**src/strap_consts.svh**
```systemverilog
`ifndef STRAP_CONSTS_SVH
`define STRAP_CONSTS_SVH

`define REG_CMD          8'h00
`define REG_STATUS       8'h04
`define REG_ADDR         8'h08
`define REG_HDR          8'h0C
`define REG_IRQ_STAT     8'h10
`define REG_IRQ_MASK     8'h14

`define OP_WSWR          3'h0
`define OP_READ          3'h1
`define OP_WRITE         3'h2
`define OP_SEEK          3'h3
`define OP_RDHDR         3'h4

`define CMD_GO_BIT       31
`define CMD_LOCK_LSB     8

`define EV_DONE          0
`define EV_TIMEOUT       1
`define EV_LOCK_ERR      2
`define EV_TEST_DONE     3

`define MASK_RESET       4'h0
`define ADDR_RESET       22'h000000
`define HDR_RESET        16'h0000

`define CLK_MHZ          100
`define SEL_SHORT_US     250
`define SEL_LONG_MS      250
`define SELF_TEST_CYCLES 8'h10
`define PU_CAPTURE       2'h2
`define PU_DONE          2'h3

`endif

```
**src/strap_pkg.sv**
```systemverilog
package strap_pkg;

  typedef enum logic [2:0] {
    S_HALT,
    S_TEST,
    S_IDLE,
    S_ARB,
    S_SEL,
    S_SEEK,
    S_XFER
  } seq_state_type;

  typedef struct packed {
    logic        cyc;
    logic        stb;
    logic        we;
    logic [7:0]  adr;
    logic [3:0]  sel;
    logic [31:0] dat;
  } wb_req_type;

  typedef struct packed {
    logic [2:0] op;
    logic [1:0] drive;
  } cmd_type;

endpackage

```
**src/select_timer.sv**
```systemverilog
`timescale 1ns/1ns
`include "strap_consts.svh"

module select_timer #(
  parameter int SHORT_CYCLES = `SEL_SHORT_US * `CLK_MHZ,
  parameter int LONG_CYCLES  = `SEL_LONG_MS * 1000 * `CLK_MHZ
) (
  // Clock and reset.
  input  wire logic clk_i,
  input  wire logic rst_i,
  // Control and result.
  input  wire logic run_i,
  input  wire logic long_i,
  output logic      expired_o
);

  logic [24:0] count;
  logic [24:0] next_count;
  logic [24:0] limit;
  logic        next_expired;

  // The count restarts whenever the selection phase is left.
  always_comb begin
    limit        = long_i ? 25'(LONG_CYCLES - 1) : 25'(SHORT_CYCLES - 1);
    next_count   = 25'h0000000;
    next_expired = 1'b0;
    if (run_i) begin
      if (count >= limit) begin
        next_count   = count;
        next_expired = 1'b1;
      end else begin
        next_count = count + 25'h0000001;
      end
    end
  end

  always_ff @(posedge clk_i) begin
    if (rst_i) begin
      count     <= 25'h0000000;
      expired_o <= 1'b0;
    end else begin
      count     <= next_count;
      expired_o <= next_expired;
    end
  end

endmodule

```
**src/strap_option_control.sv**
```systemverilog
`timescale 1ns/1ns
`include "strap_consts.svh"
////////////////////////////////////////////////////////////////////////////////
////////////////////////////////////////////////////////////////////////////////
module strap_option_control #(
  parameter int SHORT_SEL_CYCLES = `SEL_SHORT_US * `CLK_MHZ,
  parameter int LONG_SEL_CYCLES  = `SEL_LONG_MS * 1000 * `CLK_MHZ
) (
  // Clock and reset.
  input  wire logic                  clk_i,
  input  wire logic                  rst_i,
  // Register bus.
  input  wire strap_pkg::wb_req_type wb_i,
  output logic [31:0]                wb_dat_o,
  output logic                       wb_ack_o,
  output logic                       irq_o,
  // Option straps, closed is high.
  input  wire logic                  hard_reset_strap_i,
  input  wire logic                  auto_seek_strap_i,
  input  wire logic                  powerup_write_protect_strap_i,
  input  wire logic                  long_select_timeout_strap_i,
  input  wire logic                  arbitration_disable_strap_i,
  input  wire logic                  wide_address_strap_i,
  // Disk bus.
  input  wire logic                  arb_won_i,
  input  wire logic                  sel_resp_i,
  output logic                       arb_req_o,
  output logic                       sel_o,
  // Formatter commands.
  output logic                       seek_strobe_o,
  output logic [15:0]                seek_target_o,
  output logic                       xfer_strobe_o,
  output logic                       xfer_write_o,
  output logic [1:0]                 xfer_drive_o,
  // Host address.
  output logic [21:0]                host_addr_o,
  output logic                       host_addr_hi_oe_o,
  // Status.
  output logic                       halted_o,
  output logic                       self_test_o,
  output logic [3:0]                 write_lock_o
);
  import strap_pkg::*;

  function automatic logic hit(input logic [7:0] adr, input logic [7:0] off);
    return adr[7:2] == off[7:2];
  endfunction

  function automatic logic [31:0] merge(input logic [31:0] old, input logic [31:0] nw,
                                        input logic [3:0] sel);
    logic [31:0] res;
    res = old;
    for (int i = 0; i < 4; i++) begin
      if (sel[i]) begin
        res[i*8 +: 8] = nw[i*8 +: 8];
      end
    end
    return res;
  endfunction

  function automatic logic rw_op(input logic [2:0] op);
    return (op == `OP_READ) || (op == `OP_WRITE);
  endfunction

  function automatic logic bus_op(input logic [2:0] op);
    return rw_op(op) || (op == `OP_SEEK) || (op == `OP_RDHDR);
  endfunction

  ////////////////////////////////////////////////////////////////////////////////
  // Strap and pin synchronisers.
  logic [7:0] sync;
  logic       hard_sync;
  logic       auto_sync;
  logic       wp_sync;
  logic       long_sync;
  logic       arbdis_sync;
  logic       wide_sync;
  logic       won_sync;
  logic       resp_sync;

  strap_sync #(.W(8)) u_sync (
    .clk_i (clk_i),
    .d_i   ({hard_reset_strap_i, auto_seek_strap_i, powerup_write_protect_strap_i,
             long_select_timeout_strap_i, arbitration_disable_strap_i,
             wide_address_strap_i, arb_won_i, sel_resp_i}),
    .q_o   (sync)
  );

  assign {hard_sync, auto_sync, wp_sync, long_sync, arbdis_sync,
          wide_sync, won_sync, resp_sync} = sync;

  ////////////////////////////////////////////////////////////////////////////////
  // Power-up capture of the write-protect strap.
  logic [1:0] pu_cnt;
  logic [1:0] next_pu_cnt;
  logic       pu_done;
  logic       next_pu_done;
  logic       pu_wp;
  logic       next_pu_wp;
  logic       rst_all;

  always_comb begin
    next_pu_cnt  = pu_cnt;
    next_pu_done = pu_done;
    next_pu_wp   = pu_wp;
    if (!pu_done) begin
      next_pu_cnt = pu_cnt + 2'h1;
      if (pu_cnt == `PU_CAPTURE) begin
        next_pu_wp = wp_sync;
      end
      if (pu_cnt == `PU_DONE) begin
        next_pu_done = 1'b1;
      end
    end
  end

  always_ff @(posedge clk_i) begin
    if (rst_i) begin
      pu_cnt  <= 2'h0;
      pu_done <= 1'b0;
      pu_wp   <= 1'b0;
    end else begin
      pu_cnt  <= next_pu_cnt;
      pu_done <= next_pu_done;
      pu_wp   <= next_pu_wp;
    end
  end

  assign rst_all = rst_i || hard_sync || !pu_done;

  ////////////////////////////////////////////////////////////////////////////////
  // Bus decode.
  logic take;
  logic wr;
  logic rd;
  logic wr_go;

  assign take  = wb_i.cyc && wb_i.stb && !wb_ack_o;
  assign wr    = take && wb_i.we;
  assign rd    = take && !wb_i.we;
  assign wr_go = wr && hit(wb_i.adr, `REG_CMD) && wb_i.sel[3] && wb_i.dat[`CMD_GO_BIT];

  ////////////////////////////////////////////////////////////////////////////////
  // Command sequencer.
  seq_state_type state;
  seq_state_type next_state;
  cmd_type       cmd;
  cmd_type       next_cmd;
  cmd_type       new_cmd;
  logic [7:0]    test_cnt;
  logic [7:0]    next_test_cnt;
  logic [3:0]    next_locks;
  logic [3:0]    ev;
  logic          expired;

  select_timer #(
    .SHORT_CYCLES (SHORT_SEL_CYCLES),
    .LONG_CYCLES  (LONG_SEL_CYCLES)
  ) u_timer (
    .clk_i     (clk_i),
    .rst_i     (rst_all),
    .run_i     (state == S_SEL),
    .long_i    (long_sync),
    .expired_o (expired)
  );

  always_comb begin
    next_state    = state;
    next_cmd      = cmd;
    next_test_cnt = test_cnt;
    next_locks    = write_lock_o;
    ev            = 4'h0;
    new_cmd.op    = wb_i.dat[2:0];
    new_cmd.drive = wb_i.dat[4:3];
    unique case (state)
      S_HALT: begin
        next_state    = S_TEST;
        next_test_cnt = 8'h00;
      end
      S_TEST: begin
        next_test_cnt = test_cnt + 8'h01;
        if (test_cnt == `SELF_TEST_CYCLES - 8'h01) begin
          next_state          = S_IDLE;
          ev[`EV_TEST_DONE]   = 1'b1;
        end
      end
      S_IDLE: begin
        if (wr_go) begin
          next_cmd = new_cmd;
          if (new_cmd.op == `OP_WSWR) begin
            next_locks    = wb_i.dat[`CMD_LOCK_LSB +: 4];
            ev[`EV_DONE]  = 1'b1;
          end else if (new_cmd.op == `OP_WRITE && write_lock_o[new_cmd.drive]) begin
            ev[`EV_LOCK_ERR] = 1'b1;
          end else if (bus_op(new_cmd.op)) begin
            next_state = arbdis_sync ? S_SEL : S_ARB;
          end else begin
            ev[`EV_DONE] = 1'b1;
          end
        end
      end
      S_ARB: begin
        if (won_sync) begin
          next_state = S_SEL;
        end
      end
      S_SEL: begin
        if (resp_sync) begin
          if ((auto_sync && rw_op(cmd.op)) || cmd.op == `OP_SEEK) begin
            next_state = S_SEEK;
          end else if (rw_op(cmd.op)) begin
            next_state = S_XFER;
          end else begin
            next_state   = S_IDLE;
            ev[`EV_DONE] = 1'b1;
          end
        end else if (expired) begin
          next_state      = S_IDLE;
          ev[`EV_TIMEOUT] = 1'b1;
        end
      end
      S_SEEK: begin
        if (rw_op(cmd.op)) begin
          next_state = S_XFER;
        end else begin
          next_state   = S_IDLE;
          ev[`EV_DONE] = 1'b1;
        end
      end
      S_XFER: begin
        next_state   = S_IDLE;
        ev[`EV_DONE] = 1'b1;
      end
      default: begin
        next_state = S_HALT;
      end
    endcase
  end

  always_ff @(posedge clk_i) begin
    if (rst_all) begin
      state         <= S_HALT;
      cmd           <= '0;
      test_cnt      <= 8'h00;
      write_lock_o  <= {4{pu_wp}};
      halted_o      <= 1'b1;
      self_test_o   <= 1'b0;
      arb_req_o     <= 1'b0;
      sel_o         <= 1'b0;
      seek_strobe_o <= 1'b0;
      xfer_strobe_o <= 1'b0;
      xfer_write_o  <= 1'b0;
    end else begin
      state         <= next_state;
      cmd           <= next_cmd;
      test_cnt      <= next_test_cnt;
      write_lock_o  <= next_locks;
      halted_o      <= next_state == S_HALT;
      self_test_o   <= next_state == S_TEST;
      arb_req_o     <= next_state == S_ARB;
      sel_o         <= next_state == S_SEL;
      seek_strobe_o <= next_state == S_SEEK;
      xfer_strobe_o <= next_state == S_XFER;
      xfer_write_o  <= next_cmd.op == `OP_WRITE;
    end
  end

  assign xfer_drive_o = cmd.drive;

  ////////////////////////////////////////////////////////////////////////////////
  // Register file and interrupt.
  logic [21:0] addr;
  logic [21:0] next_addr;
  logic [15:0] next_hdr;
  logic [3:0]  stat;
  logic [3:0]  next_stat;
  logic [3:0]  mask;
  logic [3:0]  next_mask;
  logic [31:0] next_rdata;
  logic [31:0] status_word;

  assign status_word = {20'h00000, write_lock_o, 1'b0, wide_sync, arbdis_sync, long_sync,
                        pu_wp, auto_sync, self_test_o, state != S_IDLE};

  always_comb begin
    next_addr  = addr;
    next_hdr   = seek_target_o;
    next_mask  = mask;
    next_stat  = stat | ev;
    next_rdata = 32'h00000000;
    if (wr && hit(wb_i.adr, `REG_ADDR)) begin
      next_addr = 22'(merge({10'h000, addr}, wb_i.dat, wb_i.sel));
    end
    if (wr && hit(wb_i.adr, `REG_HDR)) begin
      next_hdr = 16'(merge({16'h0000, seek_target_o}, wb_i.dat, wb_i.sel));
    end
    if (wr && hit(wb_i.adr, `REG_IRQ_MASK)) begin
      next_mask = 4'(merge({28'h0000000, mask}, wb_i.dat, wb_i.sel));
    end
    if (rd) begin
      if (hit(wb_i.adr, `REG_CMD)) begin
        next_rdata = {27'h0000000, cmd.drive, cmd.op};
      end else if (hit(wb_i.adr, `REG_STATUS)) begin
        next_rdata = status_word;
      end else if (hit(wb_i.adr, `REG_ADDR)) begin
        next_rdata = {10'h000, addr};
      end else if (hit(wb_i.adr, `REG_HDR)) begin
        next_rdata = {16'h0000, seek_target_o};
      end else if (hit(wb_i.adr, `REG_IRQ_STAT)) begin
        next_rdata = {28'h0000000, stat};
        next_stat  = ev;
      end else if (hit(wb_i.adr, `REG_IRQ_MASK)) begin
        next_rdata = {28'h0000000, mask};
      end
    end
  end

  always_ff @(posedge clk_i) begin
    if (rst_all) begin
      addr              <= `ADDR_RESET;
      seek_target_o     <= `HDR_RESET;
      mask              <= `MASK_RESET;
      stat              <= 4'h0;
      wb_ack_o          <= 1'b0;
      wb_dat_o          <= 32'h00000000;
      irq_o             <= 1'b0;
      host_addr_o       <= 22'h000000;
      host_addr_hi_oe_o <= 1'b0;
    end else begin
      addr              <= next_addr;
      seek_target_o     <= next_hdr;
      mask              <= next_mask;
      stat              <= next_stat;
      wb_ack_o          <= take;
      wb_dat_o          <= next_rdata;
      irq_o             <= |(next_stat & next_mask);
      host_addr_o       <= wide_sync ? addr : {4'h0, addr[17:0]};
      host_addr_hi_oe_o <= wide_sync;
    end
  end

  ////////////////////////////////////////////////////////////////////////////////
  // Checks.
  logic [24:0] sel_cycles;

  always_ff @(posedge clk_i) begin
    if (state != S_SEL) begin
      sel_cycles <= 25'h0000000;
    end else begin
      sel_cycles <= sel_cycles + 25'h0000001;
    end
  end

  a_reset_clears:
    assert property (@(posedge clk_i) rst_all |=> (stat == 4'h0 && !irq_o && !wb_ack_o))
      else $error("Reset left status or bus state set.");
  a_halt_held:
    assert property (@(posedge clk_i) disable iff (rst_i)
      hard_sync |=> (halted_o && !arb_req_o && !sel_o && !xfer_strobe_o))
      else $error("Sequencer ran during reset strap.");
  a_self_test_start:
    assert property (@(posedge clk_i) disable iff (rst_i) $fell(rst_all) |=> self_test_o)
      else $error("Self-test did not follow reset release.");
  a_auto_seek_order:
    assert property (@(posedge clk_i) disable iff (rst_all)
      (state == S_SEL && resp_sync && rw_op(cmd.op)) |=>
        (seek_strobe_o == $past(auto_sync)) ##[0:1] xfer_strobe_o)
      else $error("Auto-seek sequence wrong.");
  a_powerup_lock:
    assert property (@(posedge clk_i) disable iff (rst_i)
      $rose(pu_done) |-> write_lock_o == {4{pu_wp}})
      else $error("Power-up write lock not applied.");
  a_lock_command:
    assert property (@(posedge clk_i) disable iff (rst_all)
      (state == S_IDLE && wr_go && wb_i.dat[2:0] == `OP_WSWR) |=>
        write_lock_o == $past(wb_i.dat[11:8]))
      else $error("Write-lock command not applied.");
  a_sel_timeout:
    assert property (@(posedge clk_i) disable iff (rst_all)
      ev[`EV_TIMEOUT] |-> sel_cycles == (long_sync ? 25'(LONG_SEL_CYCLES)
                                                   : 25'(SHORT_SEL_CYCLES)))
      else $error("Selection time-out length wrong.");
  a_arb_skip:
    assert property (@(posedge clk_i) disable iff (rst_all)
      (state == S_IDLE && wr_go && bus_op(wb_i.dat[2:0]) &&
       !(wb_i.dat[2:0] == `OP_WRITE && write_lock_o[wb_i.dat[4:3]])) |=>
        (arb_req_o == !$past(arbdis_sync)) && (sel_o == $past(arbdis_sync)))
      else $error("Arbitration phase choice wrong.");
  a_wide_addr:
    assert property (@(posedge clk_i) disable iff (rst_all)
      !$past(rst_all) |-> host_addr_hi_oe_o == $past(wide_sync))
      else $error("Upper address enable does not follow strap.");
  a_narrow_addr:
    assert property (@(posedge clk_i) !host_addr_hi_oe_o |-> host_addr_o[21:18] == 4'h0)
      else $error("Upper address bits driven in narrow mode.");
  a_wp_frozen:
    assert property (@(posedge clk_i) disable iff (rst_i) pu_done |=> $stable(pu_wp))
      else $error("Write-protect strap resampled after power-up.");

endmodule

```
**src/strap_sync.sv**
```systemverilog
`timescale 1ns/1ns

module strap_sync #(
  parameter int W = 8
) (
  // Clock.
  input  wire logic         clk_i,
  // Asynchronous levels and their synchronised copies.
  input  wire logic [W-1:0] d_i,
  output logic      [W-1:0] q_o
);

  logic [W-1:0] meta;

  // Two stages; the first is read by the second only.
  always_ff @(posedge clk_i) begin
    meta <= d_i;
    q_o  <= meta;
  end

endmodule
```
**config.mk**
```make
export PLATFORM = sky130hd
export DESIGN_NAME = strap_option_control
export DESIGN_NICKNAME = d
export VERILOG_FILES = /design/src/strap_pkg.sv /design/src/select_timer.sv /design/src/strap_option_control.sv /design/src/strap_sync.sv
export VERILOG_INCLUDE_DIRS = /design/src
export SDC_FILE = /design/constraint.sdc
export NUM_CORES = 1
export LEC_CHECK = 0
export BUFFER_PORTS_ARGS = -buffer_cell sky130_fd_sc_hd__buf_4
export CAP_MARGIN = 5
export CELL_PAD_IN_SITES_DETAIL_PLACEMENT = 2
export CELL_PAD_IN_SITES_GLOBAL_PLACEMENT = 2
export CORE_AREA = 2 2 132 185
export CTS_BUF_LIST = sky130_fd_sc_hd__clkbuf_8 sky130_fd_sc_hd__clkbuf_16
export DETAILED_ROUTE_END_ITERATION = 8
export DIE_AREA = 0 0 134 187
export HOLD_SLACK_MARGIN = 0.03
export PLACE_DENSITY = 0.71
export SYNTH_ARGS = -nofsm -noshare
export SYNTH_HDL_FRONTEND = slang
export SYNTH_SLANG_ARGS = --single-unit
```
**constraint.sdc**
```tcl
create_clock -name clk_i -period 2.51 [get_ports clk_i]
set_input_delay 0.502 -clock clk_i [delete_from_list [all_inputs] [get_ports clk_i]]
set_output_delay 0.502 -clock clk_i [all_outputs]
set_load 0.005 [all_outputs]
```
==> flow_metrics.env, run 1 <==
export IMPL_min_to="u_sync.meta[0]"
export IMPL_slowest_stage="dfxtp_4"
export IMPL_setup_violations=15
export IMPL_gr_usage_all_layers_pct=19.8
export IMPL_grt_first_pass_wirelength_mm=38.3
export IMPL_ctsHoldBuffers=0
export IMPL_drv_slew=0
export IMPL_die_area_um2=25100
export IMPL_ir_drop_mv=0.270
export IMPL_synth_ff_latch_count=166
export IMPL_fin_util_pct=40.3
export IMPL_initial_utilization_pct=29.4
export IMPL_port_buffers=121
export IMPL_drt_total_wl_mm=25.0
export IMPL_p_leak_uw=0.00381
export IMPL_layout_setup_ws_ns=-0.104
export IMPL_drt_iter0_markers=182
export IMPL_grt_pass1_vias=6900
export IMPL_yosys_warnings=0
export IMPL_worstPathArrival_ns=2.98
export IMPL_drc=0
export IMPL_pin_count=143
export IMPL_antenna_found_initial=0
export IMPL_drv_cap=0
export IMPL_place_area_um2=8420
export IMPL_setup_tns_ns=-0.972
export IMPL_synth_edff_count=4
export IMPL_hold_path_depth=1
export IMPL_critPathKind="reg2reg"
export IMPL_critPathRequiredTime_ns=2.88
export IMPL_synthCells=765
export IMPL_fmax_mhz=383
export IMPL_r2r_worst_path_cells=12
export IMPL_cts_buffers=17
export IMPL_fin_crit_sh_pct=104
export IMPL_stdcell_area_um2=9500
export IMPL_clockBufferDepth=2
export IMPL_hpwlAfterDp_mm=17.3
export IMPL_status="finished with violations"
export IMPL_num_rows=67
export IMPL_p_per_area_nw_per_um2=597
export IMPL_vias=6322
export IMPL_drtAntennaViolNets=0
export IMPL_gp_congestion=0.783
export IMPL_final_setup_skew_ns=0.0176
export IMPL_cts_tree="done"
export IMPL_clk_pin_slew_ns=0.07
export IMPL_grt_ovfl_total=0
export IMPL_timing_rr_end="u_timer.count[5]"
export IMPL_cts_htree_levels=4
export IMPL_crit_top_cell="buf_6"
export IMPL_die_x_um=134
export IMPL_die_h_um=187
export IMPL_ys_seq_area_share_pct=48.5
export IMPL_hold_viol_final=0
export IMPL_final_nets=1003
export IMPL_end_kind="register"
export IMPL_final_cell_mix="buf_4 (176), dfxtp_1 (161), nor2_1 (79), nand2_1 (79), a21oi_1 (48)"
export IMPL_grt_setup_unrepaired="yes"
export IMPL_drive_above_1_share_pct=30.5
export IMPL_synth_cell_type_count=66
export IMPL_clock_sinks=166
export IMPL_area_growth_pct=36.9
export IMPL_min_from="sel_resp_i"
export IMPL_rrSetupSlack_ns=-0.10
export IMPL_worst_pin_slew_ns=0.523
export IMPL_vias_per_cell=5.05
export IMPL_insertedDiodeCount=0
export IMPL_max_stage_delay_ns=0.37
export IMPL_layout_commonest_cell="buf_4"
export IMPL_post_drt_wl_per_cell_um=20.0
export IMPL_period_minus_slack_ns=2.61
export IMPL_avgSynthCellArea_um2=9.06
export IMPL_crit_path_max_fanout=8
export IMPL_first_pass_iters=4
export IMPL_worst_r2r_startpoint="u_sync.q_o[4]"
export IMPL_core_area_um2=23600
export IMPL_slew_headroom_pct=64.8
export IMPL_cts_root_buf="clkbuf_16"
export IMPL_holdWs_ns=0.156
export IMPL_finalPower_uw=5670
export IMPL_grt_max_degree=34
export IMPL_async_flop_share_pct=0
export IMPL_synth_area_um2=6930
export IMPL_worst_skew_pair_late_latency_ns=0.44
export IMPL_hp_class="in2reg"
export IMPL_yosys_most_used_dff="dfxtp_1"
export IMPL_worst_setup_path_start_kind="register"
export IMPL_violations="negative setup slack"
export IMPL_path_cells="clkinvlp_4, buf_12, buf_6, ha_1, o211ai_1, a2111oi_4, nor3_2, nand3_2, buf_6, buf_6, or3_4, a21oi_2"
[area by class of cell]
type	count	area, um^2
clock buffers	20	478
multi-input cells	542	3610
fillers	2567	14100
well taps	310	388
flip-flops and latches	166	3370
inverters	12	48.8
repair buffers	189	1490
clock inverters	12	110
repair inverters	1	7.51
[synthesized netlist by cell type (all sizes together) (17+ instances only)]
library cell | count | share of area [%]
mux2i | 37 | 5.5
nand2 | 80 | 4.3
clkbuf | 31 | 1.7
ha | 17 | 3.1
and3 | 28 | 2.5
buf | 23 | 2.2
o21ai | 20 | 1.5
dfxtp | 162 | 47
nor2 | 79 | 4.3
or3 | 20 | 1.8
a21oi | 63 | 4.5
nand3 | 42 | 3.0
[per-stage QoR]
stage          std cells  setup slack (ns)
2_1_floorplan        774           -0.0373
3_3_place_gp        1204           -0.0713
3_5_place_dp        1204            -0.177
4_1_cts             1249           0.00342
5_1_grt             1252            -0.219
6_report            1252            -0.104
[where the power goes]
group,total (uW),switching (uW),internal [uW]
clock,2620,1070,1550
sequential,2710,30.3,2680
combinational,334,183,151
total,5670,1280,4390
[per-layer routing]
metal  track usage (%)  wire [um]
met2              37.7      13800
met4              7.16        597
met1              21.5       9820
met3              3.74        747
met5                 0          0
[flip-flops by register name (all words and copies together), names as in the netlist, 3 cells and up]
register and flops:
seek_target_o 16, mask 4, cmd 3, addr 22, host_addr_o 22, stat 4, u_timer.count 25, wb_dat_o 22
write_lock_o 4, state 3, test_cnt 8, u_sync.q_o 8, u_sync.meta 8
[how the worst max path moves through the flow]
stage                  start           endpoint  slack (ns)  cells after the start
5_1_grt        u_sync.q_o[4]  u_timer.count[10]       -0.22                     12
2_1_floorplan       wb_i[39]          arb_req_o       -0.04                      7
3_3_place_gp        wb_i[41]              irq_o       -0.07                      7
6_report       u_sync.q_o[4]   u_timer.count[5]       -0.10                     12
4_1_cts        u_sync.q_o[4]  u_timer.count[12]       0.003                     12
3_5_place_dp   u_sync.q_o[4]  u_timer.count[23]       -0.18                      9
[worst max-delay path, delay by kind of cell, from the launching register on]
kind / cells / cell delay (ns)
AND/OR/NAND/NOR: 3 / 0.75
buffers and inverters: 5 / 0.66
AO/OA/AOI/OAI: 3 / 0.45
flip-flops: 1 / 0.37
adder cells (fa/ha/maj): 1 / 0.31
[kinds of logic after synthesis]
kind of cell,after synthesis,synth area share (%)
and+or+nand+nor,329,24.2
other,1,0.0541
xor gates and xnor gates,10,1.26
muxes,42,6.50
buffers and inverters,66,4.53
AOI/OAI and AO/OA,134,11.9
DFF,166,48.5
adders and majority gates,17,3.07
[timing repair]
action / CTS / global route
setup endpoints to repair: 21 / 26
gates cloned: 2 / 0
pin swaps: 29 / 28
setup buffers: 11 / 4
gates resized for setup: 30 / 40
(Power assumes the default switching activity.)
==> run 2, diff against run 1 <==
--- a/config.mk
+++ b/config.mk
@@ -8,14 +8,12 @@
 export LEC_CHECK = 0
 export BUFFER_PORTS_ARGS = -buffer_cell sky130_fd_sc_hd__buf_4
 export CAP_MARGIN = 5
-export CELL_PAD_IN_SITES_DETAIL_PLACEMENT = 2
-export CELL_PAD_IN_SITES_GLOBAL_PLACEMENT = 2
-export CORE_AREA = 2 2 132 185
+export CORE_AREA = 2 2 104 146
 export CTS_BUF_LIST = sky130_fd_sc_hd__clkbuf_8 sky130_fd_sc_hd__clkbuf_16
 export DETAILED_ROUTE_END_ITERATION = 8
-export DIE_AREA = 0 0 134 187
+export DIE_AREA = 0 0 106 148
 export HOLD_SLACK_MARGIN = 0.03
-export PLACE_DENSITY = 0.71
+export PLACE_DENSITY = 0.7
 export SYNTH_ARGS = -nofsm -noshare
 export SYNTH_HDL_FRONTEND = slang
 export SYNTH_SLANG_ARGS = --single-unit
==> flow_metrics.env, run 2 (synthesis results as in run 1) <==
export IMPL_die_x_um=106
export IMPL_initial_utilization_pct=48.2
export IMPL_period_minus_slack_ns=2.55
export IMPL_grt_ovfl_total=0
export IMPL_top_layer="met4"
export IMPL_drive_above_1_share_pct=26.5
export IMPL_largest_reg_flops=25
export IMPL_fin_util_pct=62.3
export IMPL_layout_commonest_cell="buf_4"
export IMPL_drc=0
export IMPL_place_ws_ns=-0.0537
export IMPL_gp_congestion=0.924
export IMPL_grt_max_degree=39
export IMPL_core_area_um2=14400
export IMPL_status="finished with violations"
export IMPL_drtAntennaViolNets=0
export IMPL_cts_tree="done"
export IMPL_top_register="u_timer.count"
export IMPL_num_rows=52
export IMPL_hp_class="in2reg"
export IMPL_critPathKind="reg2reg"
export IMPL_hold_viol_final=0
export IMPL_final_cell_mix="buf_4 (162), dfxtp_1 (161), nor2_1 (79), nand2_1 (79), a21oi_1 (58)"
export IMPL_stdcell_area_um2=8960
export IMPL_worst_skew_pair_late_latency_ns=0.42
export IMPL_drt_total_wl_mm=18.6
export IMPL_port_buffers=121
export IMPL_max_stage_delay_ns=0.52
export IMPL_crit_path_max_fanout=5
export IMPL_fin_crit_sh_pct=102
export IMPL_r2r_worst_path_cells=10
export IMPL_insertedDiodeCount=0
export IMPL_place_area_um2=8180
export IMPL_worst_pin_slew_ns=0.591
export IMPL_fmax_mhz=392
export IMPL_critPathRequiredTime_ns=2.87
export IMPL_wl_met3_mm=1.01
export IMPL_finalPower_uw=5560
export IMPL_grt_pass1_vias=5897
export IMPL_p_per_area_nw_per_um2=620
export IMPL_clock_sinks=166
export IMPL_antenna_found_initial=0
export IMPL_cts_buffers=17
export IMPL_first_pass_iters=6
export IMPL_worstPathArrival_ns=2.91
export IMPL_grt_first_pass_wirelength_mm=29.0
export IMPL_slew_headroom_pct=60.5
export IMPL_area_growth_pct=29.2
export IMPL_p_leak_uw=0.00366
export IMPL_drt_iter0_markers=369
export IMPL_setup_violations=5
export IMPL_vias=6173
export IMPL_final_nets=981
export IMPL_grt_setup_unrepaired="yes"
export IMPL_cp_top_family="simple AND/OR/NAND/NOR gates"
export IMPL_gr_usage_all_layers_pct=23.3
export IMPL_clk_pin_slew_ns=0.07
export IMPL_post_drt_wl_per_cell_um=16.8
export IMPL_layout_setup_ws_ns=-0.0406
export IMPL_pin_count=143
export IMPL_drv_slew=0
export IMPL_ctsHoldBuffers=0
export IMPL_worst_setup_path_start_kind="register"
export IMPL_cp_num_buf_inv=3
export IMPL_clockBufferDepth=2
export IMPL_drv_cap=0
export IMPL_setup_tns_ns=-0.102
export IMPL_cts_htree_levels=4
export IMPL_cp_depth=10
export IMPL_violations="negative setup slack"
export IMPL_hpwlAfterDp_mm=13.7
export IMPL_die_area_um2=15700
export IMPL_path_cells="clkinvlp_4, buf_6, ha_1, a21oi_1, a2111oi_2, nor3_2, nand3_2, buf_2, or4_1, a21oi_1"
export IMPL_slowest_stage="or4_1"
export IMPL_end_kind="register"
export IMPL_vias_per_cell=5.57
export IMPL_final_setup_skew_ns=0.00570
export IMPL_met1_length_mm=7.12
export IMPL_cts_root_buf="clkbuf_16"
export IMPL_ir_drop_mv=0.423
export IMPL_die_h_um=148
export IMPL_routed_wl_met2_mm=10.0
export IMPL_hold_path_depth=1
export IMPL_crit_top_cell="a21oi_1"
## run 2: cell count changes in the layout (fill, tap and decap cells not counted), moves of 4 or more
cell      change
buf_4        -14
a21oi_1      +10
a21oi_2      -10
buf_6         -7
or4_1         +6
or4_4         -6
clkinv_4      +4
ha_4          -4
inv_1         -4
inv_6         +4
## run 2: repair_timing
item	in CTS	in global routing
setup endpoints to repair	16	23
resized for setup	14	15
cloned	1	0
setup buffers	5	2
pin swaps	6	5
## run 2: layout make-up
| class | count | area (um^2) |
|---|---|---|
| Fill cell | 1211 | 5420 |
| Multi-Input combinational cell | 542 | 3440 |
| Sequential cell | 166 | 3360 |
| Timing Repair Buffer | 168 | 1290 |
| Clock buffer | 18 | 439 |
| Tap cell | 189 | 236 |
| Clock inverter | 14 | 140 |
| Inverter | 12 | 48.8 |
## run 2: stage by stage
step	hold slack [ns]	instances
after floorplan	0.310	774
after global placement	0.311	1069
after detailed placement	0.313	1069
after CTS	0.167	1107
after global routing	0.153	1109
final	0.178	1109
## run 2: path summary, 6_finish.rpt
kind / startpoint / end / slack (ns)
setup / recovery: u_sync.q_o[4] / u_timer.count[24] / -0.04
hold / removal: auto_seek_strap_i / u_sync.meta[6] / 0.18
setup reg to reg: u_sync.q_o[4] / u_timer.count[24] / -0.04
hold reg to reg: u_sync.meta[5] / u_sync.q_o[5] / 0.33
## run 2: where the power goes
group / total [uW] / switching (uW) / internal [uW]
Combinational: 299 / 164 / 135
Clock: 2550 / 1130 / 1420
Sequential: 2710 / 29.0 / 2680
Total: 5560 / 1320 / 4240
## run 2: per-layer routing
metal	global-route usage, %	vias up
li1	-	2989
met1	25.1	2947
met2	44.2	207
met3	5.34	30
met4	8.22	0
met5	0	-
==> run 3, diff against run 2 <==
--- a/config.mk
+++ b/config.mk
@@ -14,6 +14,7 @@
 export DIE_AREA = 0 0 106 148
 export HOLD_SLACK_MARGIN = 0.03
 export PLACE_DENSITY = 0.7
+export RECOVER_POWER = 50
 export SYNTH_ARGS = -nofsm -noshare
 export SYNTH_HDL_FRONTEND = slang
 export SYNTH_SLANG_ARGS = --single-unit
==> flow_metrics.env, run 3 (synthesis results as in run 1) <==
export IMPL_clockBufferDepth=2
export IMPL_num_rows=52
export IMPL_grt_pass1_vias=5897
export IMPL_cts_buffers=17
export IMPL_initial_utilization_pct=48.2
export IMPL_die_h_um=148
export IMPL_max_stage_delay_ns=0.52
export IMPL_layout_setup_ws_ns=-0.0414
export IMPL_fmax_mhz=392
export IMPL_setup_violations=5
export IMPL_area_growth_pct=28.6
export IMPL_hold_viol_final=0
export IMPL_slowest_stage="or4_1"
export IMPL_gp_congestion=0.924
export IMPL_gr_usage_all_layers_pct=23.3
export IMPL_p_leak_uw=0.00359
export IMPL_regArea_um2=3360
export IMPL_hp_class="in2reg"
export IMPL_worst_skew_pair_late_latency_ns=0.43
export IMPL_core_area_um2=14400
export IMPL_hpwlAfterDp_mm=13.7
export IMPL_critPathKind="reg2reg"
export IMPL_violations="negative setup slack"
export IMPL_largest_reg_flops=25
export IMPL_clock_sinks=166
export IMPL_fillers=1214
export IMPL_insertedDiodeCount=0
export IMPL_worst_r2r_startpoint="u_sync.q_o[4]"
export IMPL_dp_cells=1069
export IMPL_fin_crit_sh_pct=102
export IMPL_first_pass_iters=5
export IMPL_critPathRequiredTime_ns=2.87
export IMPL_post_drt_wl_per_cell_um=16.8
export IMPL_min_from="auto_seek_strap_i"
export IMPL_ir_drop_mv=0.430
export IMPL_clk_pin_slew_ns=0.07
export IMPL_drtAntennaViolNets=0
export IMPL_grt_max_degree=39
export IMPL_worst_setup_path_start_kind="register"
export IMPL_cp_top_family="simple AND/OR/NAND/NOR gates"
export IMPL_drv_slew=0
export IMPL_final_setup_skew_ns=0.00510
export IMPL_slew_headroom_pct=35.9
export IMPL_antenna_found_initial=0
export IMPL_worstPathArrival_ns=2.91
export IMPL_period_minus_slack_ns=2.55
export IMPL_pin_count=143
export IMPL_grt_ovfl_total=0
export IMPL_layout_commonest_cell="dfxtp_1"
export IMPL_cts_tree="done"
export IMPL_p_per_area_nw_per_um2=623
export IMPL_die_x_um=106
export IMPL_drive_above_1_share_pct=25.3
export IMPL_crit_path_max_fanout=5
export IMPL_grt_first_pass_wirelength_mm=29.0
export IMPL_cts_htree_levels=4
export IMPL_port_buffers=121
export IMPL_end_kind="register"
export IMPL_setup_worst_path_start="u_sync.q_o[4]"
export IMPL_drv_cap=0
export IMPL_drc=0
export IMPL_die_area_um2=15700
export IMPL_cts_root_buf="clkbuf_16"
export IMPL_top_register="u_timer.count"
export IMPL_multi_input_area_um2=3440
export IMPL_crit_top_cell="a21oi_1"
export IMPL_drt_total_wl_mm=18.6
export IMPL_grt_setup_unrepaired="yes"
export IMPL_final_nets=981
export IMPL_drt_iter0_markers=342
export IMPL_instances_no_fill=1109
export IMPL_vias=6141
export IMPL_path_cells="clkinvlp_4, buf_6, ha_1, a21oi_1, a2111oi_2, nor3_2, nand3_2, buf_2, or4_1, a21oi_1"
export IMPL_cp_num_buf_inv=3
export IMPL_final_cell_mix="dfxtp_1 (161), buf_4 (83), nand2_1 (80), nor2_1 (79), clkbuf_4 (69)"
export IMPL_status="finished with violations"
export IMPL_worst_pin_slew_ns=0.962
export IMPL_place_ws_ns=-0.0537
export IMPL_vias_per_cell=5.54
==> run 3: changes by cell type in the layout (fill, tap and decap cells not counted) <==
cell | before | now
nand2_1 | 79 | 80
clkbuf_4 | 0 | 69
nand2_2 | 1 | 0
buf_4 | 162 | 83
clkbuf_1 | 0 | 10
==> run 3: path summary, 6_finish.rpt <==
kind,to,slack [ns],cells past startpoint
hold / removal,u_sync.meta[6],0.20,1
setup / recovery,u_timer.count[24],-0.04,10
setup reg to reg,u_timer.count[24],-0.04,10
hold reg to reg,u_sync.q_o[5],0.33,0
==> run 3: repair_timing <==
action | CTS | global route
resized for setup | 14 | 15
setup endpoints to repair | 16 | 23
hold endpoints to repair | 0 | 0
pin swaps | 6 | 5
setup buffers | 5 | 2
cloned | 1 | 0
hold buffers | 0 | 0
==> run 3: metal layers <==
layer  global-route usage, %  part of all wire (%)  vias to the layer above
met5                       0                     0                        -
met4                    8.22                   2.6                        0
met3                    5.34                   5.2                       35
met2                    44.2                    54                      206
met1                    25.1                    38                     2911
li1                        -                     -                     2989
==> run 3: layout make-up <==
type,instances,area share (%)
multi-input combinational,542,38.6
sequential,166,37.7
timing repair buffer,168,14.0
clock buffer,18,4.92
tap,189,2.65
clock inverter,14,1.57
inverter,12,0.547
==> run 3: metrics by stage <==
stage	util (%)	TNS [ns]	instance area [um^2]	hold slack [ns]	power (uW)
3_5_place_dp	56.9	-0.459	8180	0.313	3050
5_1_grt	62.0	-1.68	8920	0.176	5760
4_1_cts	61.7	0	8870	0.167	5580
3_3_place_gp	56.9	-0.112	8180	0.311	3040
2_1_floorplan	-	-0.0712	6990	0.310	2920
6_report	62.0	-0.108	8920	0.196	5560
==> run 3: power breakdown <==
group	switching [uW]	leakage [uW]	internal [uW]
registers	29.0	0.00136	2680
clock network	1130	0.000285	1420
logic	165	0.00194	132
total	1330	0.00359	4230
